--- config.mk ---
export PLATFORM = sky130hd
export DESIGN_NAME = touch_adc_scan_control
export DESIGN_NICKNAME = d
export VERILOG_FILES = /design/src/include/touch_adc_pkg.sv /design/src/rtl/touch_adc_scan_control.sv /design/src/rtl/touch_conv_engine.sv
export VERILOG_INCLUDE_DIRS = /design/src /design/src/include
export SDC_FILE = /design/constraint.sdc
export NUM_CORES = 1
export LEC_CHECK = 0
export BUFFER_PORTS_ARGS = -buffer_cell sky130_fd_sc_hd__clkbuf_2
export CORE_ASPECT_RATIO = 1.5
export CORE_UTILIZATION = 60
export DETAILED_ROUTE_END_ITERATION = 10
export GPL_ROUTABILITY_DRIVEN = 0
export PLACE_DENSITY_LB_ADDON = 0.1
export SYNTH_ARGS = -nofsm -noshare
export SYNTH_HDL_FRONTEND = slang
export SYNTH_HIERARCHICAL = 1
export SYNTH_SLANG_ARGS = --single-unit
--- constraint.sdc ---
create_clock -name sys_clk -period 3.18 [get_ports sys_clk]
set_input_delay 0.636 -clock sys_clk [delete_from_list [all_inputs] [get_ports sys_clk]]
set_output_delay 0.636 -clock sys_clk [all_outputs]
set_load 0.05 [all_outputs]
--- src/include/touch_adc_defs.svh ---
// Register map, field positions, scan codes and reset values of the touch converter control
`ifndef TOUCH_ADC_DEFS_SVH
`define TOUCH_ADC_DEFS_SVH

`define TA_PAGE_DATA 4'h0
`define TA_PAGE_CTRL 4'h1
`define TA_ADDR_CTRL 6'h00
`define TA_ADDR_X 6'h00
`define TA_ADDR_Y 6'h01
`define TA_ADDR_Z1 6'h02
`define TA_ADDR_Z2 6'h03
`define TA_ADDR_BATTERY_FIRST_RESULT 6'h05
`define TA_ADDR_BATTERY_SECOND_RESULT 6'h06
`define TA_ADDR_AUX 6'h07
`define TA_ADDR_T1 6'h09
`define TA_ADDR_T2 6'h0a

`define TA_BIT_MODE 15
`define TA_BIT_STOP 14
`define TA_SCAN_HI 13
`define TA_SCAN_LO 10
`define TA_WID_HI 9
`define TA_WID_LO 8
`define TA_LOW_HI 7

`define TA_SCAN_NONE 4'h0
`define TA_SCAN_XY 4'h1
`define TA_SCAN_XYZ 4'h2
`define TA_SCAN_X 4'h3
`define TA_SCAN_Y 4'h4
`define TA_SCAN_Z 4'h5
`define TA_SCAN_BATTERY_FIRST_RESULT 4'h6
`define TA_SCAN_BATTERY_SECOND_RESULT 4'h7
`define TA_SCAN_AUX 4'h8
`define TA_SCAN_T1 4'ha
`define TA_SCAN_T2 4'hc
`define TA_SCAN_DRV_X 4'hd
`define TA_SCAN_DRV_Y 4'he
`define TA_SCAN_DRV_YX 4'hf

// Panel drivers as {x_pos, x_neg, y_pos, y_neg}
`define TA_DRV_OFF 4'h0
`define TA_DRV_X 4'hc
`define TA_DRV_Y 4'h3
`define TA_DRV_YX 4'h6

`define TA_WID_12 2'h0
`define TA_WID_8 2'h1
`define TA_WID_10 2'h2
`define TA_RES_PAD 4'h0
`define TA_RES_ZERO 16'h0000
`define TA_RD_NONE 16'h0000
`define TA_LEN_ZERO 3'h0
`define TA_LEN_ONE 3'h1
`define TA_LEN_TWO 3'h2
`define TA_LEN_FOUR 3'h4

`endif

--- src/include/touch_adc_pkg.sv ---
// Types shared by the touch converter control and its conversion engine
package touch_adc_pkg;

  typedef enum logic [2:0] {
    ST_IDLE = 3'b001,
    ST_CONV = 3'b010,
    ST_NEXT = 3'b100
  } seq_state_e;

  typedef enum logic [3:0] {
    CH_X = 4'h0,
    CH_Y = 4'h1,
    CH_Z1 = 4'h2,
    CH_Z2 = 4'h3,
    CH_BATTERY_FIRST_RESULT = 4'h4,
    CH_BATTERY_SECOND_RESULT = 4'h5,
    CH_AUX = 4'h6,
    CH_T1 = 4'h7,
    CH_T2 = 4'h8
  } chan_e;

  typedef struct packed {
    seq_state_e st;
    logic timing_self;
    logic power_down;
    logic [3:0] scan;
    logic [1:0] width;
    logic [7:0] low_byte;
    logic [1:0] step;
    chan_e chan;
    logic [1:0] pen_sync;
    logic pen_prev;
    logic [15:0] rdata;
    logic rvalid;
    logic [3:0] drive;
    logic [8:0][15:0] res;
  } ctl_s;

  typedef struct packed {
    logic busy;
    logic req;
    logic done;
    logic [11:0] result;
  } eng_s;

endpackage

--- src/rtl/touch_adc_scan_control.sv ---
// Touch converter control register, scan sequencer and result registers
//
// Contract
// - Control register top bit reads pen contact; zero after reset.
// - Top bit written 0 means host-timed, 1 means self-timed touch conversions (codes 0001-0101).
// - Bit 14 reads 0 while converting, 1 when idle; 1 after reset.
// - Writing 1 to bit 14 aborts conversion and powers down immediately.
// - Code 0000 starts nothing; 0001 repeats X then Y until pen lifts.
// - Code 0010 repeats X, Y, Z1, Z2 until pen lifts or stop.
// - Code 0011 converts X only into the X result.
// - Code 0100 converts Y only into the Y result.
// - Code 0101 converts both pressure inputs into their two results.
// - Code 0110 converts first battery input into its result.
// - Code 0111 converts second battery input into its result.
// - Code 1000 converts auxiliary input into its result.
// - Codes 1010 and 1100 convert first and second temperature.
// - Code 1101 drives X+ X-; code 1111 drives Y+ X-; no conversion.
// - Width field: 00/11 twelve bits, 01 eight bits, 10 ten bits.
// - Results stored right-justified, upper four bits zero.
// - Result registers are read-only and clear on reset.
`timescale 1ns/1ps
`default_nettype none
`include "touch_adc_defs.svh"

module touch_adc_scan_control (
  // Clock and reset
  input wire logic sys_clk,
  input wire logic srst,
  // Decoded serial command word: page, address, strobes
  input wire logic reg_wr,
  input wire logic reg_rd,
  input wire logic [3:0] reg_page,
  input wire logic [5:0] reg_addr,
  input wire logic [15:0] reg_wdata,
  output logic [15:0] reg_rdata,
  output logic reg_rvalid,
  // Pen contact from the panel comparator
  input wire logic pen_contact,
  // Analog converter
  output logic conv_start,
  output touch_adc_pkg::chan_e conv_channel,
  output logic converter_power_down,
  input wire logic conv_done,
  input wire logic [11:0] conv_data,
  // Panel drivers {x_pos, x_neg, y_pos, y_neg}
  output logic [3:0] panel_drive
);
  import touch_adc_pkg::*;

  // ************************************************
  // Decode helpers
  // ************************************************

  function automatic logic [2:0] seq_len(input logic [3:0] c);
    case (c)
      `TA_SCAN_XY: seq_len = `TA_LEN_TWO;
      `TA_SCAN_XYZ: seq_len = `TA_LEN_FOUR;
      `TA_SCAN_Z: seq_len = `TA_LEN_TWO;
      `TA_SCAN_X, `TA_SCAN_Y, `TA_SCAN_BATTERY_FIRST_RESULT, `TA_SCAN_BATTERY_SECOND_RESULT,
      `TA_SCAN_AUX, `TA_SCAN_T1, `TA_SCAN_T2: seq_len = `TA_LEN_ONE;
      // Reserved codes, drivers-only codes and no-scan convert nothing
      default: seq_len = `TA_LEN_ZERO;
    endcase
  endfunction

  function automatic chan_e seq_chan(input logic [3:0] c, input logic [1:0] st);
    case (c)
      `TA_SCAN_XY: seq_chan = st[0] ? CH_Y : CH_X;
      `TA_SCAN_XYZ: begin
        case (st)
          2'h0: seq_chan = CH_X;
          2'h1: seq_chan = CH_Y;
          2'h2: seq_chan = CH_Z1;
          default: seq_chan = CH_Z2;
        endcase
      end
      `TA_SCAN_X: seq_chan = CH_X;
      `TA_SCAN_Y: seq_chan = CH_Y;
      `TA_SCAN_Z: seq_chan = st[0] ? CH_Z2 : CH_Z1;
      `TA_SCAN_BATTERY_FIRST_RESULT: seq_chan = CH_BATTERY_FIRST_RESULT;
      `TA_SCAN_BATTERY_SECOND_RESULT: seq_chan = CH_BATTERY_SECOND_RESULT;
      `TA_SCAN_AUX: seq_chan = CH_AUX;
      `TA_SCAN_T1: seq_chan = CH_T1;
      `TA_SCAN_T2: seq_chan = CH_T2;
      default: seq_chan = CH_X;
    endcase
  endfunction

  function automatic logic is_touch(input logic [3:0] c);
    is_touch = (c >= `TA_SCAN_XY) && (c <= `TA_SCAN_Z);
  endfunction

  function automatic logic is_cont(input logic [3:0] c);
    is_cont = (c == `TA_SCAN_XY) || (c == `TA_SCAN_XYZ);
  endfunction

  function automatic logic [3:0] drive_of(input logic [3:0] c);
    case (c)
      `TA_SCAN_DRV_X: drive_of = `TA_DRV_X;
      `TA_SCAN_DRV_Y: drive_of = `TA_DRV_Y;
      `TA_SCAN_DRV_YX: drive_of = `TA_DRV_YX;
      default: drive_of = `TA_DRV_OFF;
    endcase
  endfunction

  // ************************************************
  // State
  // ************************************************

  ctl_s s;
  ctl_s n;
  logic pen;
  logic idle;
  logic wr_hit;
  logic rd_ctrl;
  logic abort;
  logic host_go;
  logic self_go;
  logic eng_done;
  logic [11:0] eng_result;

  assign pen = s.pen_sync[1];
  assign idle = (s.st == ST_IDLE);
  assign wr_hit = reg_wr && reg_page == `TA_PAGE_CTRL && reg_addr == `TA_ADDR_CTRL;
  assign rd_ctrl = reg_rd && reg_page == `TA_PAGE_CTRL && reg_addr == `TA_ADDR_CTRL;
  assign abort = wr_hit && reg_wdata[`TA_BIT_STOP];
  // Host timing starts on the write; battery, aux and temperature are always host-started
  assign host_go = wr_hit && !reg_wdata[`TA_BIT_STOP]
    && (!reg_wdata[`TA_BIT_MODE] || !is_touch(reg_wdata[`TA_SCAN_HI:`TA_SCAN_LO]))
    && seq_len(reg_wdata[`TA_SCAN_HI:`TA_SCAN_LO]) != `TA_LEN_ZERO;
  // Self timing waits for a fresh pen-down so single scans do not run back to back
  assign self_go = s.timing_self && !s.power_down && is_touch(s.scan)
    && pen && !s.pen_prev && !wr_hit;

  // ************************************************
  // Next state
  // ************************************************

  always_comb begin
    n = s;
    n.rvalid = 1'b0;
    n.pen_sync = {s.pen_sync[0], pen_contact};
    n.pen_prev = pen;
    if (reg_rd) begin
      n.rvalid = 1'b1;
      n.rdata = `TA_RD_NONE;
      if (rd_ctrl) begin
        n.rdata = {pen, idle, s.scan, s.width, s.low_byte};
      end else if (reg_page == `TA_PAGE_DATA) begin
        case (reg_addr)
          `TA_ADDR_X: n.rdata = s.res[CH_X];
          `TA_ADDR_Y: n.rdata = s.res[CH_Y];
          `TA_ADDR_Z1: n.rdata = s.res[CH_Z1];
          `TA_ADDR_Z2: n.rdata = s.res[CH_Z2];
          `TA_ADDR_BATTERY_FIRST_RESULT: n.rdata = s.res[CH_BATTERY_FIRST_RESULT];
          `TA_ADDR_BATTERY_SECOND_RESULT: n.rdata = s.res[CH_BATTERY_SECOND_RESULT];
          `TA_ADDR_AUX: n.rdata = s.res[CH_AUX];
          `TA_ADDR_T1: n.rdata = s.res[CH_T1];
          `TA_ADDR_T2: n.rdata = s.res[CH_T2];
          default: n.rdata = `TA_RD_NONE;
        endcase
      end
    end
    if (wr_hit) begin
      n.timing_self = reg_wdata[`TA_BIT_MODE];
      n.power_down = reg_wdata[`TA_BIT_STOP];
      n.scan = reg_wdata[`TA_SCAN_HI:`TA_SCAN_LO];
      n.width = reg_wdata[`TA_WID_HI:`TA_WID_LO];
      n.low_byte = reg_wdata[`TA_LOW_HI:0];
    end
    case (s.st)
      ST_IDLE: begin
        if (host_go || self_go) begin
          n.step = 2'h0;
          n.chan = seq_chan(n.scan, 2'h0);
          n.st = ST_CONV;
        end
      end
      ST_CONV: begin
        if (eng_done) begin
          n.res[s.chan] = {`TA_RES_PAD, eng_result};
          n.st = ST_NEXT;
        end
      end
      ST_NEXT: begin
        if ({1'b0, s.step} + 3'h1 < seq_len(s.scan)) begin
          n.step = s.step + 2'h1;
          n.chan = seq_chan(s.scan, n.step);
          n.st = ST_CONV;
        end else if (is_cont(s.scan) && pen) begin
          n.step = 2'h0;
          n.chan = seq_chan(s.scan, 2'h0);
          n.st = ST_CONV;
        end else begin
          n.st = ST_IDLE;
        end
      end
      default: n.st = ST_IDLE;
    endcase
    if (abort) begin
      n.st = ST_IDLE;
      n.step = 2'h0;
    end
    n.drive = n.power_down ? `TA_DRV_OFF : drive_of(n.scan);
  end

  always_ff @(posedge sys_clk) begin
    if (srst) begin
      s <= '0;
      s.st <= ST_IDLE;
      s.res <= '0;
    end else begin
      s <= n;
    end
  end

  // ************************************************
  // Conversion engine
  // ************************************************

  touch_conv_engine u_engine (
    .sys_clk(sys_clk),
    .srst(srst),
    .start((s.st != ST_CONV) && (n.st == ST_CONV)),
    .abort(abort),
    .width(s.width),
    .done(eng_done),
    .result(eng_result),
    .conv_start(conv_start),
    .conv_done(conv_done),
    .conv_data(conv_data)
  );

  assign reg_rdata = s.rdata;
  assign reg_rvalid = s.rvalid;
  assign conv_channel = s.chan;
  assign converter_power_down = s.power_down;
  assign panel_drive = s.drive;
endmodule // touch_adc_scan_control
`default_nettype wire

--- src/rtl/touch_conv_engine.sv ---
// Single-conversion handshake with the analog converter and width justification
`timescale 1ns/1ps
`default_nettype none
`include "touch_adc_defs.svh"

module touch_conv_engine (
  // Clock and reset
  input wire logic sys_clk,
  input wire logic srst,
  // Sequencer side
  input wire logic start,
  input wire logic abort,
  input wire logic [1:0] width,
  output logic done,
  output logic [11:0] result,
  // Analog converter side
  output logic conv_start,
  input wire logic conv_done,
  input wire logic [11:0] conv_data
);
  import touch_adc_pkg::*;

  eng_s s;
  eng_s n;

  // Analog result is MSB-aligned; shift down so narrow widths sit right-justified
  function automatic logic [11:0] justify(input logic [1:0] w, input logic [11:0] d);
    case (w)
      `TA_WID_8: justify = {4'h0, d[11:4]};
      `TA_WID_10: justify = {2'h0, d[11:2]};
      default: justify = d;
    endcase
  endfunction

  always_comb begin
    n = s;
    n.req = 1'b0;
    n.done = 1'b0;
    if (abort) begin
      // Drop the conversion at once, no result is produced
      n.busy = 1'b0;
    end else if (start) begin
      n.busy = 1'b1;
      n.req = 1'b1;
    end else if (s.busy && conv_done) begin
      n.busy = 1'b0;
      n.done = 1'b1;
      n.result = justify(width, conv_data);
    end
  end

  always_ff @(posedge sys_clk) begin
    if (srst) begin
      s <= '0;
    end else begin
      s <= n;
    end
  end

  assign done = s.done;
  assign result = s.result;
  assign conv_start = s.req;
endmodule // touch_conv_engine
`default_nettype wire

Word level (Yosys, flattened, before mapping)
Memory sizes are Yosys's and may differ from the RTL's. A register that Yosys moved wholly into a read port is not among the register bits.
Index checks and enable logic that the tools add are counted.
{ "totals": {"ff_bits": 208, "mem_bits_ro": 96, "in_bits": 44, "wordCells": 150, "mem_count": 2} }
{ "op_classes": {"add_sub_neg": 2, "magnitude_cmp": 7, "n_eq_ne": 39, "muxes": 32, "bitwise": 2, "reduce_logical": 40} }
{ "mem_list": {"columns": ["name", "words", "width", "read_ports", "rd_ports_with_merged_regs", "write_ports", "line_no", "rtl"], "rows": [
  ["(no name shown)", 16, 3, 1, 0, 0, "touch_adc_scan_control.sv:55", "case (c)"],
  ["(no name shown)", 16, 3, 1, 1, 0, "touch_adc_scan_control.sv:55", null]
]} }
{ "op_table": {"columns": ["cell", "n"], "rows": [
  ["bitwise mux 144 bit", 1],
  ["case mux 16 bit (9 select lines)", 1],
  ["demux 16 bit (select 4 bit)", 1],
  ["case mux 4 bit (7 select lines)", 2],
  ["two-way mux 16 bit", 3],
  ["equality test 4 bit (second input constant)", 9],
  ["case mux 4 bit (9 select lines)", 1],
  ["equality test 4 x 3 -> 1 bit (second input constant)", 8],
  ["case mux 12 bit (2 select lines)", 1],
  ["logical AND 1 bit", 19],
  ["equality test 6 x 3 -> 1 bit (second input constant)", 3],
  ["two-way mux 6 bit", 3],
  ["two-way mux 15 bit", 1],
  ["two-way mux 13 bit", 1],
  ["equality test 6 x 2 -> 1 bit (second input constant)", 2],
  ["equality test 6 x 4 -> 1 bit (second input constant)", 2],
  ["greater-or-equal comparator 4 x 1 -> 1 bit (second input constant)", 3],
  ["two-way mux 3 bit", 4],
  ["case mux 4 bit (3 select lines)", 1],
  ["case mux 6 bit (2 select lines)", 1],
  ["case mux 3 bit (3 select lines)", 1],
  ["equality test 4 x 1 -> 1 bit (second input constant)", 2],
  ["<= comparator 4 x 3 -> 1 bit (second input constant)", 2],
  ["equality test 3 x 2 -> 1 bit (second input constant)", 2],
  ["29 further kinds", 48]
]} }

Longest topological paths before layout
Gate-level depths: netlist (run 1).
{ "logic_depth": {"ltp_word": 14, "ltp_mapped": 13} }

Hierarchy
The synthesis (run 1) kept the hierarchy.
{ "modules_own_cells": {"columns": ["module", "n_inst", "cells_each", "area_per_inst_um2", "seq_area_each_um2"], "rows": [
  ["touch_adc_scan_control", 1, 778, 7153.1, 3203.1],
  ["touch_conv_engine", 1, 98, 898.4, 300.3]
]} }

Least setup slack after synthesis (run 1)
Ideal clock, no wire load.
{ "synth_path": {"path_type": "reg-to-reg", "from": "register s[172] (netlist name)", "to": "register u_engine.s (netlist bit u_engine/result[8])", "setup_time_ns": 0.126, "arrival_ns": 2.788, "t_required_ns": 3.054, "path_slack_ns": 0.266, "stages_incl_launch_ff": 14, "path_buffers": 1, "cell_sequence": "dfxtp_1 inv_1 ha_1 ha_1 a21boi_0 o21ai_0 nand2_1 a211oi_1 nor2_1 nor3_1 and4bb_2 buf_6 nor2_1 nor3_2"} }
{ "synth_between": {"elab_chain_cells": 9} }
{ "synth_lines": {"columns": ["element", "line_no", "rtl"], "rows": [
  ["start: declaration", "touch_adc_scan_control.sv:110", "ctl_s s;"],
  ["start signal: assignment", "touch_adc_scan_control.sv:213", "s <= n;"],
  ["adder 2 x 1 -> 3 bit", "touch_adc_scan_control.sv:186", "if ({1'b0, s.step} + 3'h1 < seq_len(s.scan)) begin"],
  ["less-than comparator 3 bit", "touch_adc_scan_control.sv:186", null],
  ["two-way mux 2 bit", "touch_adc_scan_control.sv:186", null],
  ["case mux 3 bit (3 select lines)", "touch_adc_scan_control.sv:171", "case (s.st)"],
  ["two-way mux 3 bit", "touch_adc_scan_control.sv:200", "if (abort) begin"],
  ["equality test 3 x 2 -> 1 bit", "touch_adc_scan_control.sv:224", ".start((s.st != ST_CONV) && (n.st == ST_CONV)),"],
  ["logical AND 1 bit", "touch_adc_scan_control.sv:224", null],
  ["inverter 1 bit (no source line)", null, null],
  ["AND reduction 3 bit (no source line)", null, null],
  ["end signal: assignment", "touch_conv_engine.sv:56", "s <= n;"],
  ["end: declaration", "touch_conv_engine.sv:23", "eng_s s;"]
]} }
No other way between the ends.
A chain may end at the register's enable or synchronous reset.

Worst setup path after layout (run 1)
{ "layout_path": {"from": "register s[173] (netlist name)", "to": "register u_engine.s (netlist bit u_engine/result[10])"} }
The elaborated chain is that of the path after synthesis.

==> flow_metrics.py, run 1 <==
metrics = {
    "routing": {
        "vias_per_cell": 6.16,
        "postRouteAntennaNets": 0,
        "wirelength_um": 20500,
        "drt-initial-drc-count": 479,
        "routedWlPerCell_um": 19.3,
        "drc_errors": 0,
        "vias": 6549,
        "drtPass1Iterations": 6,
    },
    "yosys": {
        "synth_area_um2": 8050,
        "yosysWarningCount": 6,
        "netlist_instances": 876,
        "ys_seq_elements": 175,
        "synth-seq-area-share_pct": 43.5,
        "syn_avg_cell_area_um2": 9.19,
        "ys_types": 65,
        "synth_top_area_share_pct": 43.5,
        "synth.area.top_cells": "dfxtp_1, mux2i_1, nor2_1, buf_4, a22oi_1",
        "syn-num-nets": 927,
        "ys.flop_type": "dfxtp_1",
        "synthArstFlopShare_pct": 0,
        "synth_top_area_cell": "dfxtp_1",
        "synth_edf_count": 0,
    },
    "floorplanning": {
        "die_h_um": 144,
        "dieWidth_um": 96.6,
        "core_area_um2": 13000,
        "rows": 51,
        "fp.dieArea_um2": 13900,
        "initial_core_util_pct": 61.9,
        "io_pins": 71,
    },
    "run_status": {
        "status": "finished clean",
    },
    "flow_run": {
        "drv_cap": 0,
    },
    "worst_setup_path": {
        "cp-start-kind": "flip-flop",
        "required_ps": 3480,
        "critPathArrivalTime_ps": 3230,
        "crit_fanout": 12,
        "crit_type": "flip-flop to flip-flop",
        "end_kind": "flip-flop",
    },
    "timing": {
        "setup_viol": 0,
        "slew_violations": 0,
        "min_period_ps": 2930,
        "timing.final.crit_share_pct": 92.2,
        "layout_setup_ws_ps": 249,
        "worst_pin_slew_ps": 871,
        "relSlewSlack_pct": 41.8,
        "rsz0062_at_grt": "false",
        "setup_tns_ps": 0,
        "max_freq_ghz": 0.341,
        "whs_ps": 432,
        "hold_viol": 0,
        "finalClockSkew_ps": 9.65,
    },
    "clock_network": {
        "clkLatencyLatePin_ps": 440,
        "numClockSinks": 175,
        "cts.root.buffer_cell": "clkbuf_16",
        "cts_tree": "yes",
        "cts-htree-levels": 4,
        "cts_made_buffers": 17,
        "clock_path_buffers": 2,
        "path_clk_slew_ps": 70,
        "ctsHoldBuffers": 0,
    },
    "layout": {
        "areaGrowthSynthToFinish_pct": 9.93,
        "diodes": 0,
        "multi_input_area_um2": 3920,
        "seq_area_um2": 3500,
        "nets": 943,
        "drive_gt1_share_pct": 19.1,
        "fillers": 1088,
    },
    "grt": {
        "grt_max_degree": 89,
        "grt_pass1_vias": 6391,
        "busiest_layer": "met2",
        "grt_pass1_wl_um": 31800,
        "grt_overflow": 0,
        "antenna_found_initial": 0,
        "grt_use_total_pct": 30.4,
        "met1_usage_pct": 36.4,
        "gr-usage-met3_pct": 5.66,
        "use_met2_pct": 52.0,
    },
    "power_and_ir_drop": {
        "power_density_nw_per_um2": 496,
        "p_leak_nw": 3.47,
        "power_mw": 4.39,
        "ir_drop_uv": 400,
    },
    "placed_design": {
        "port_buffers": 70,
        "pre_cts_ws_ps": 202,
        "dp_hpwl_um": 14000,
    },
    "hold_path": {
        "worstHoldPathType": "input pin to flip-flop",
    },
}
[cell type report]
class	instances	area share, %
sequential	175	39.6
inverter	10	0.424
timing repair buffer	104	7.01
multi-input combinational	584	44.3
clock buffer	17	4.81
clock inverter	14	1.64
tap	159	2.25
[layer usage]
layer / up-vias / wire length, um
met5: - / 0
li1: 3124 / -
met2: 261 / 10400
met3: 48 / 1200
met4: 0 / 665
met1: 3116 / 8270
[through the flow]
| stage | util, % | instances | cell area (um2) |
|---|---|---|---|
| after floorplan | - | 876 | 8050 |
| after global placement | 63.6 | 1032 | 8280 |
| after detailed placement | 63.6 | 1032 | 8280 |
| after CTS | 68.0 | 1063 | 8850 |
| after global routing | 68.0 | 1063 | 8850 |
| final | 68.0 | 1063 | 8850 |
[final timing paths]
path / from / to / slack [ps] / depth (start not counted)
setup / recovery: s[173]$_SDFFE_PP0P_ / u_engine/result[10]$_SDFFE_PP0P_ / 250 / 12
hold / removal: reg_wdata[3] / s[177]$_SDFFE_PP0N_ / 430 / 3
setup reg to reg: s[173]$_SDFFE_PP0P_ / u_engine/result[10]$_SDFFE_PP0P_ / 250 / 12
hold reg to reg: s[175]$_SDFFE_PP0N_ / s[175]$_SDFFE_PP0N_ / 450 / 2
[worst max-delay path, stage by stage, from the launching register on]
cell	delay, ps
dfxtp_1	390
inv_1	60
ha_1	310
ha_1	280
a21boi_0	120
o21ai_0	240
nand2_1	120
a211oi_1	270
nor2_1	120
nor3_2	250
and4bb_2	390
nand3_1	140
a21oi_1	80
[where the power goes]
part | internal, mW | switching (mW) | leakage (nW)
logic | 0.0464 | 0.114 | 1.78
clock network | 1.05 | 0.979 | 0.283
registers | 2.20 | 0.00520 | 1.41
[cells in the mapped netlist, drive strengths merged (3+ instances only)]
| library cell | instances |
|---|---|
| ha | 7 |
| a41o | 3 |
| nand2 | 47 |
| mux2i | 101 |
| a41oi | 10 |
| dfxtp | 175 |
| buf | 64 |
| nand3 | 25 |
| a222oi | 12 |
| inv | 10 |
| a311oi | 4 |
| nor2b | 14 |
| a21oi | 55 |
| mux2 | 3 |
| nor2 | 146 |
| nor3 | 14 |
| a221o | 8 |
| nor4 | 3 |
| a22oi | 37 |
| o21ai | 16 |
| nor3b | 6 |
| a211oi | 12 |
| nand2b | 15 |
| a221oi | 3 |
| and3 | 3 |
| or2 | 4 |
| clkbuf | 43 |
[state kept, by name, indices dropped and copies added (netlist names), named ones only]
register and count:
n 2, reg_rvalid 1, u_engine/conv_start 1, panel_drive 4
converter_power_down 1, conv_channel 4, reg_rdata 16, u_engine/done 1
s 129, u_engine/result 12, u_engine/s 1
[timing repair]
action	in CTS	in global routing
setup buffers	0	0
setup endpoints to repair	0	12
gates resized for setup	0	1
[logic make-up (layout without fill, tap and decap cells)]
logic type | Yosys count | after routing | share of synthesized area, %
and+or+nand+nor | 292 | 292 | 18.1
AOI/OAI and AO/OA | 180 | 180 | 16.3
adders and majority gates | 7 | 7 | 1.09
muxes | 104 | 104 | 13.0
DFF | 175 | 175 | 43.5
xor gates and xnor gates | 1 | 1 | 0.109
buffers and inverters | 117 | 145 | 7.97
[cell usage in the layout (no fill, tap or decap), types with 7 or more instances in the layout]
master / count
a211oi_1: 12
mux2i_1: 101
a222oi_1: 12
nand3_1: 17
inv_1: 10
nand3_2: 8
a221o_1: 8
nand2_1: 47
dfxtp_1: 175
nor3_1: 10
a41oi_1: 10
ha_1: 7
buf_4: 34
clkbuf_16: 17
nor2_1: 146
nor2b_1: 14
nand2b_1: 15
a21oi_2: 8
a21oi_1: 47
clkbuf_2: 69
a22oi_1: 37
o21ai_0: 15
Power figures use the tool's default switching activity.
==> inputs of run 2 (changes only) <==
--- a/config.mk
+++ b/config.mk
@@ -7,8 +7,10 @@
 export NUM_CORES = 1
 export LEC_CHECK = 0
 export BUFFER_PORTS_ARGS = -buffer_cell sky130_fd_sc_hd__clkbuf_2
+export CELL_PAD_IN_SITES_DETAIL_PLACEMENT = 0
+export CELL_PAD_IN_SITES_GLOBAL_PLACEMENT = 1
 export CORE_ASPECT_RATIO = 1.5
-export CORE_UTILIZATION = 60
+export CORE_UTILIZATION = 46
 export DETAILED_ROUTE_END_ITERATION = 10
 export GPL_ROUTABILITY_DRIVEN = 0
 export PLACE_DENSITY_LB_ADDON = 0.1
==> run 2 against run 1 <==
Critical path type unchanged; clock power hardly changed; critical endpoint is now u_engine/result[8]$_SDFFE_PP0P_; final area is 1.0% higher; hold slack hardly changed; sequential share of layout area is 0.40 points lower; routed wire length is 9.4% higher.
==> flow_metrics.py, run 2 (synthesis results as in run 1) <==
metrics = {
    "timing": {
        "max_freq_ghz": 0.347,
        "worst_pin_slew_ps": 920,
        "timing.final.crit_share_pct": 90.5,
        "whs_ps": 432,
        "setup_viol": 0,
        "slew_violations": 0,
        "setup_tns_ps": 0,
        "rsz0062_at_grt": "false",
        "min_period_ps": 2880,
        "finalClockSkew_ps": 11.5,
        "hold_viol": 0,
        "relSlewSlack_pct": 38.5,
    },
    "worst_setup_path": {
        "crit_buf_inv": 1,
        "r2r-start": "s[173]$_SDFFE_PP0P_",
        "slowest_stage": "and4bb_2",
        "critPathArrivalTime_ps": 3190,
        "crit_fanout": 12,
        "crit_type": "flip-flop to flip-flop",
        "end_kind": "flip-flop",
        "cp-start-kind": "flip-flop",
        "startpoint": "s[173]$_SDFFE_PP0P_",
        "crit_chain": "inv_1 -> ha_1 -> ha_1 -> a21boi_0 -> o21ai_0 -> nand2_1 -> a211oi_1 -> nor2_1 -> nor3_2 -> and4bb_2 -> nor2_1 -> nor3_2",
        "critPathMaxStageDelay_ps": 390,
        "rrSetupSlack_ps": 300,
        "critPathTopFamily": "simple AND/OR/NAND/NOR gates",
        "required_ps": 3490,
    },
    "grt": {
        "grt_max_degree": 72,
        "grt_pass1_vias": 6469,
        "antenna_found_initial": 0,
        "grt_use_total_pct": 25.8,
        "grt_overflow": 0,
        "grt_pass1_wl_um": 34700,
    },
    "clock_network": {
        "numClockSinks": 175,
        "cts-htree-levels": 4,
        "ctsResizeCount": 0,
        "clock_path_buffers": 2,
        "cts.root.buffer_cell": "clkbuf_16",
        "cts_made_buffers": 17,
        "cts_tree": "yes",
        "path_clk_slew_ps": 80,
        "ctsHoldBuffers": 0,
        "cts_setup_buffers": 0,
        "clkLatencyLatePin_ps": 440,
    },
    "layout": {
        "diodes": 0,
        "largest_register_ffs": 129,
        "fillers": 1607,
        "seq_area_um2": 3500,
        "largest_register": "s",
        "areaGrowthSynthToFinish_pct": 11.0,
        "layout_commonest_cell": "dfxtp_1",
        "multi_input_area_um2": 3920,
        "nets": 945,
        "final_cell_mix": "dfxtp_1, nor2_1, mux2i_1",
        "drive_gt1_share_pct": 19.4,
    },
    "hold_path": {
        "hold_start": "reg_wdata[2]",
        "worstHoldPathType": "input pin to flip-flop",
    },
    "routing": {
        "routedWlPerCell_um": 20.1,
        "vias": 6544,
        "vias_per_cell": 5.86,
        "postRouteAntennaNets": 0,
        "wirelength_um": 22500,
        "drt-initial-drc-count": 524,
        "drtPass1Iterations": 5,
        "drc_errors": 0,
    },
    "floorplanning": {
        "core_area_um2": 17000,
        "initial_core_util_pct": 47.4,
        "io_pins": 71,
        "fp.dieArea_um2": 18000,
        "rows": 58,
        "die_h_um": 164,
        "dieWidth_um": 110,
    },
    "flow_run": {
        "drv_cap": 0,
    },
    "run_status": {
        "status": "finished clean",
    },
    "power_and_ir_drop": {
        "power_density_nw_per_um2": 494,
        "ir_drop_uv": 358,
        "p_leak_nw": 3.48,
    },
    "placed_design": {
        "port_buffers": 70,
        "dp_hpwl_um": 15200,
    },
}
-- run 2: changes by cell type in the layout (fill, tap and decap cells not counted) --
cell | previous run | this run
inv_8 | 6 | 3
buf_4 | 34 | 36
clkinvlp_4 | 0 | 2
clkbuf_8 | 0 | 1
clkinv_4 | 3 | 2
clkinv_8 | 1 | 2
inv_6 | 4 | 5
-- run 2: path summary, 6_finish.rpt --
check,to,cells after the start
min,s[176]$_SDFFE_PP0N_,3
min reg2reg,n[165]$_SDFF_PP0_,1
max reg2reg,u_engine/result[8]$_SDFFE_PP0P_,12
max,u_engine/result[8]$_SDFFE_PP0P_,12
-- run 2: layout make-up --
class	count	share of cell area, %
repair buffers	106	7.11
clock buffers	18	4.91
multi-input cells	584	43.8
clock inverters	14	1.60
flip-flops and latches	175	39.2
well taps	210	2.94
inverters	10	0.420
-- run 2: routing by layer --
layer  share of wire [%]  global-route usage (%)
met1                  42                    31.0
met3                 5.1                    4.96
met2                  49                    43.3
met4                 3.4                    12.5
met5                   0                       0
-- run 2: where the power goes --
part / switching, mW / internal (mW)
logic: 0.117 / 0.0480
clock network: 0.983 / 1.06
registers: 0.00512 / 2.20
total: 1.11 / 3.31
-- run 2: metrics by stage --
step / utilization (%) / std cells / setup slack (ps) / cell area [um2] / power (mW)
2_1_floorplan: - / 876 / 266 / 8050 / 2.36
3_3_place_gp: 49.2 / 1085 / 306 / 8350 / 2.41
3_5_place_dp: 49.2 / 1085 / 198 / 8350 / 2.42
4_1_cts: 52.6 / 1117 / 205 / 8940 / 4.46
5_1_grt: 52.7 / 1117 / 40.8 / 8940 / 4.57
6_report: 52.7 / 1117 / 301 / 8940 / 4.42
-- run 2: worst min-delay path, delay by kind of cell --
family,cells,cell delay [ps]
AOI/OAI and AO/OA,1,60
buffers and inverters,1,80
and+or+nand+nor,1,60
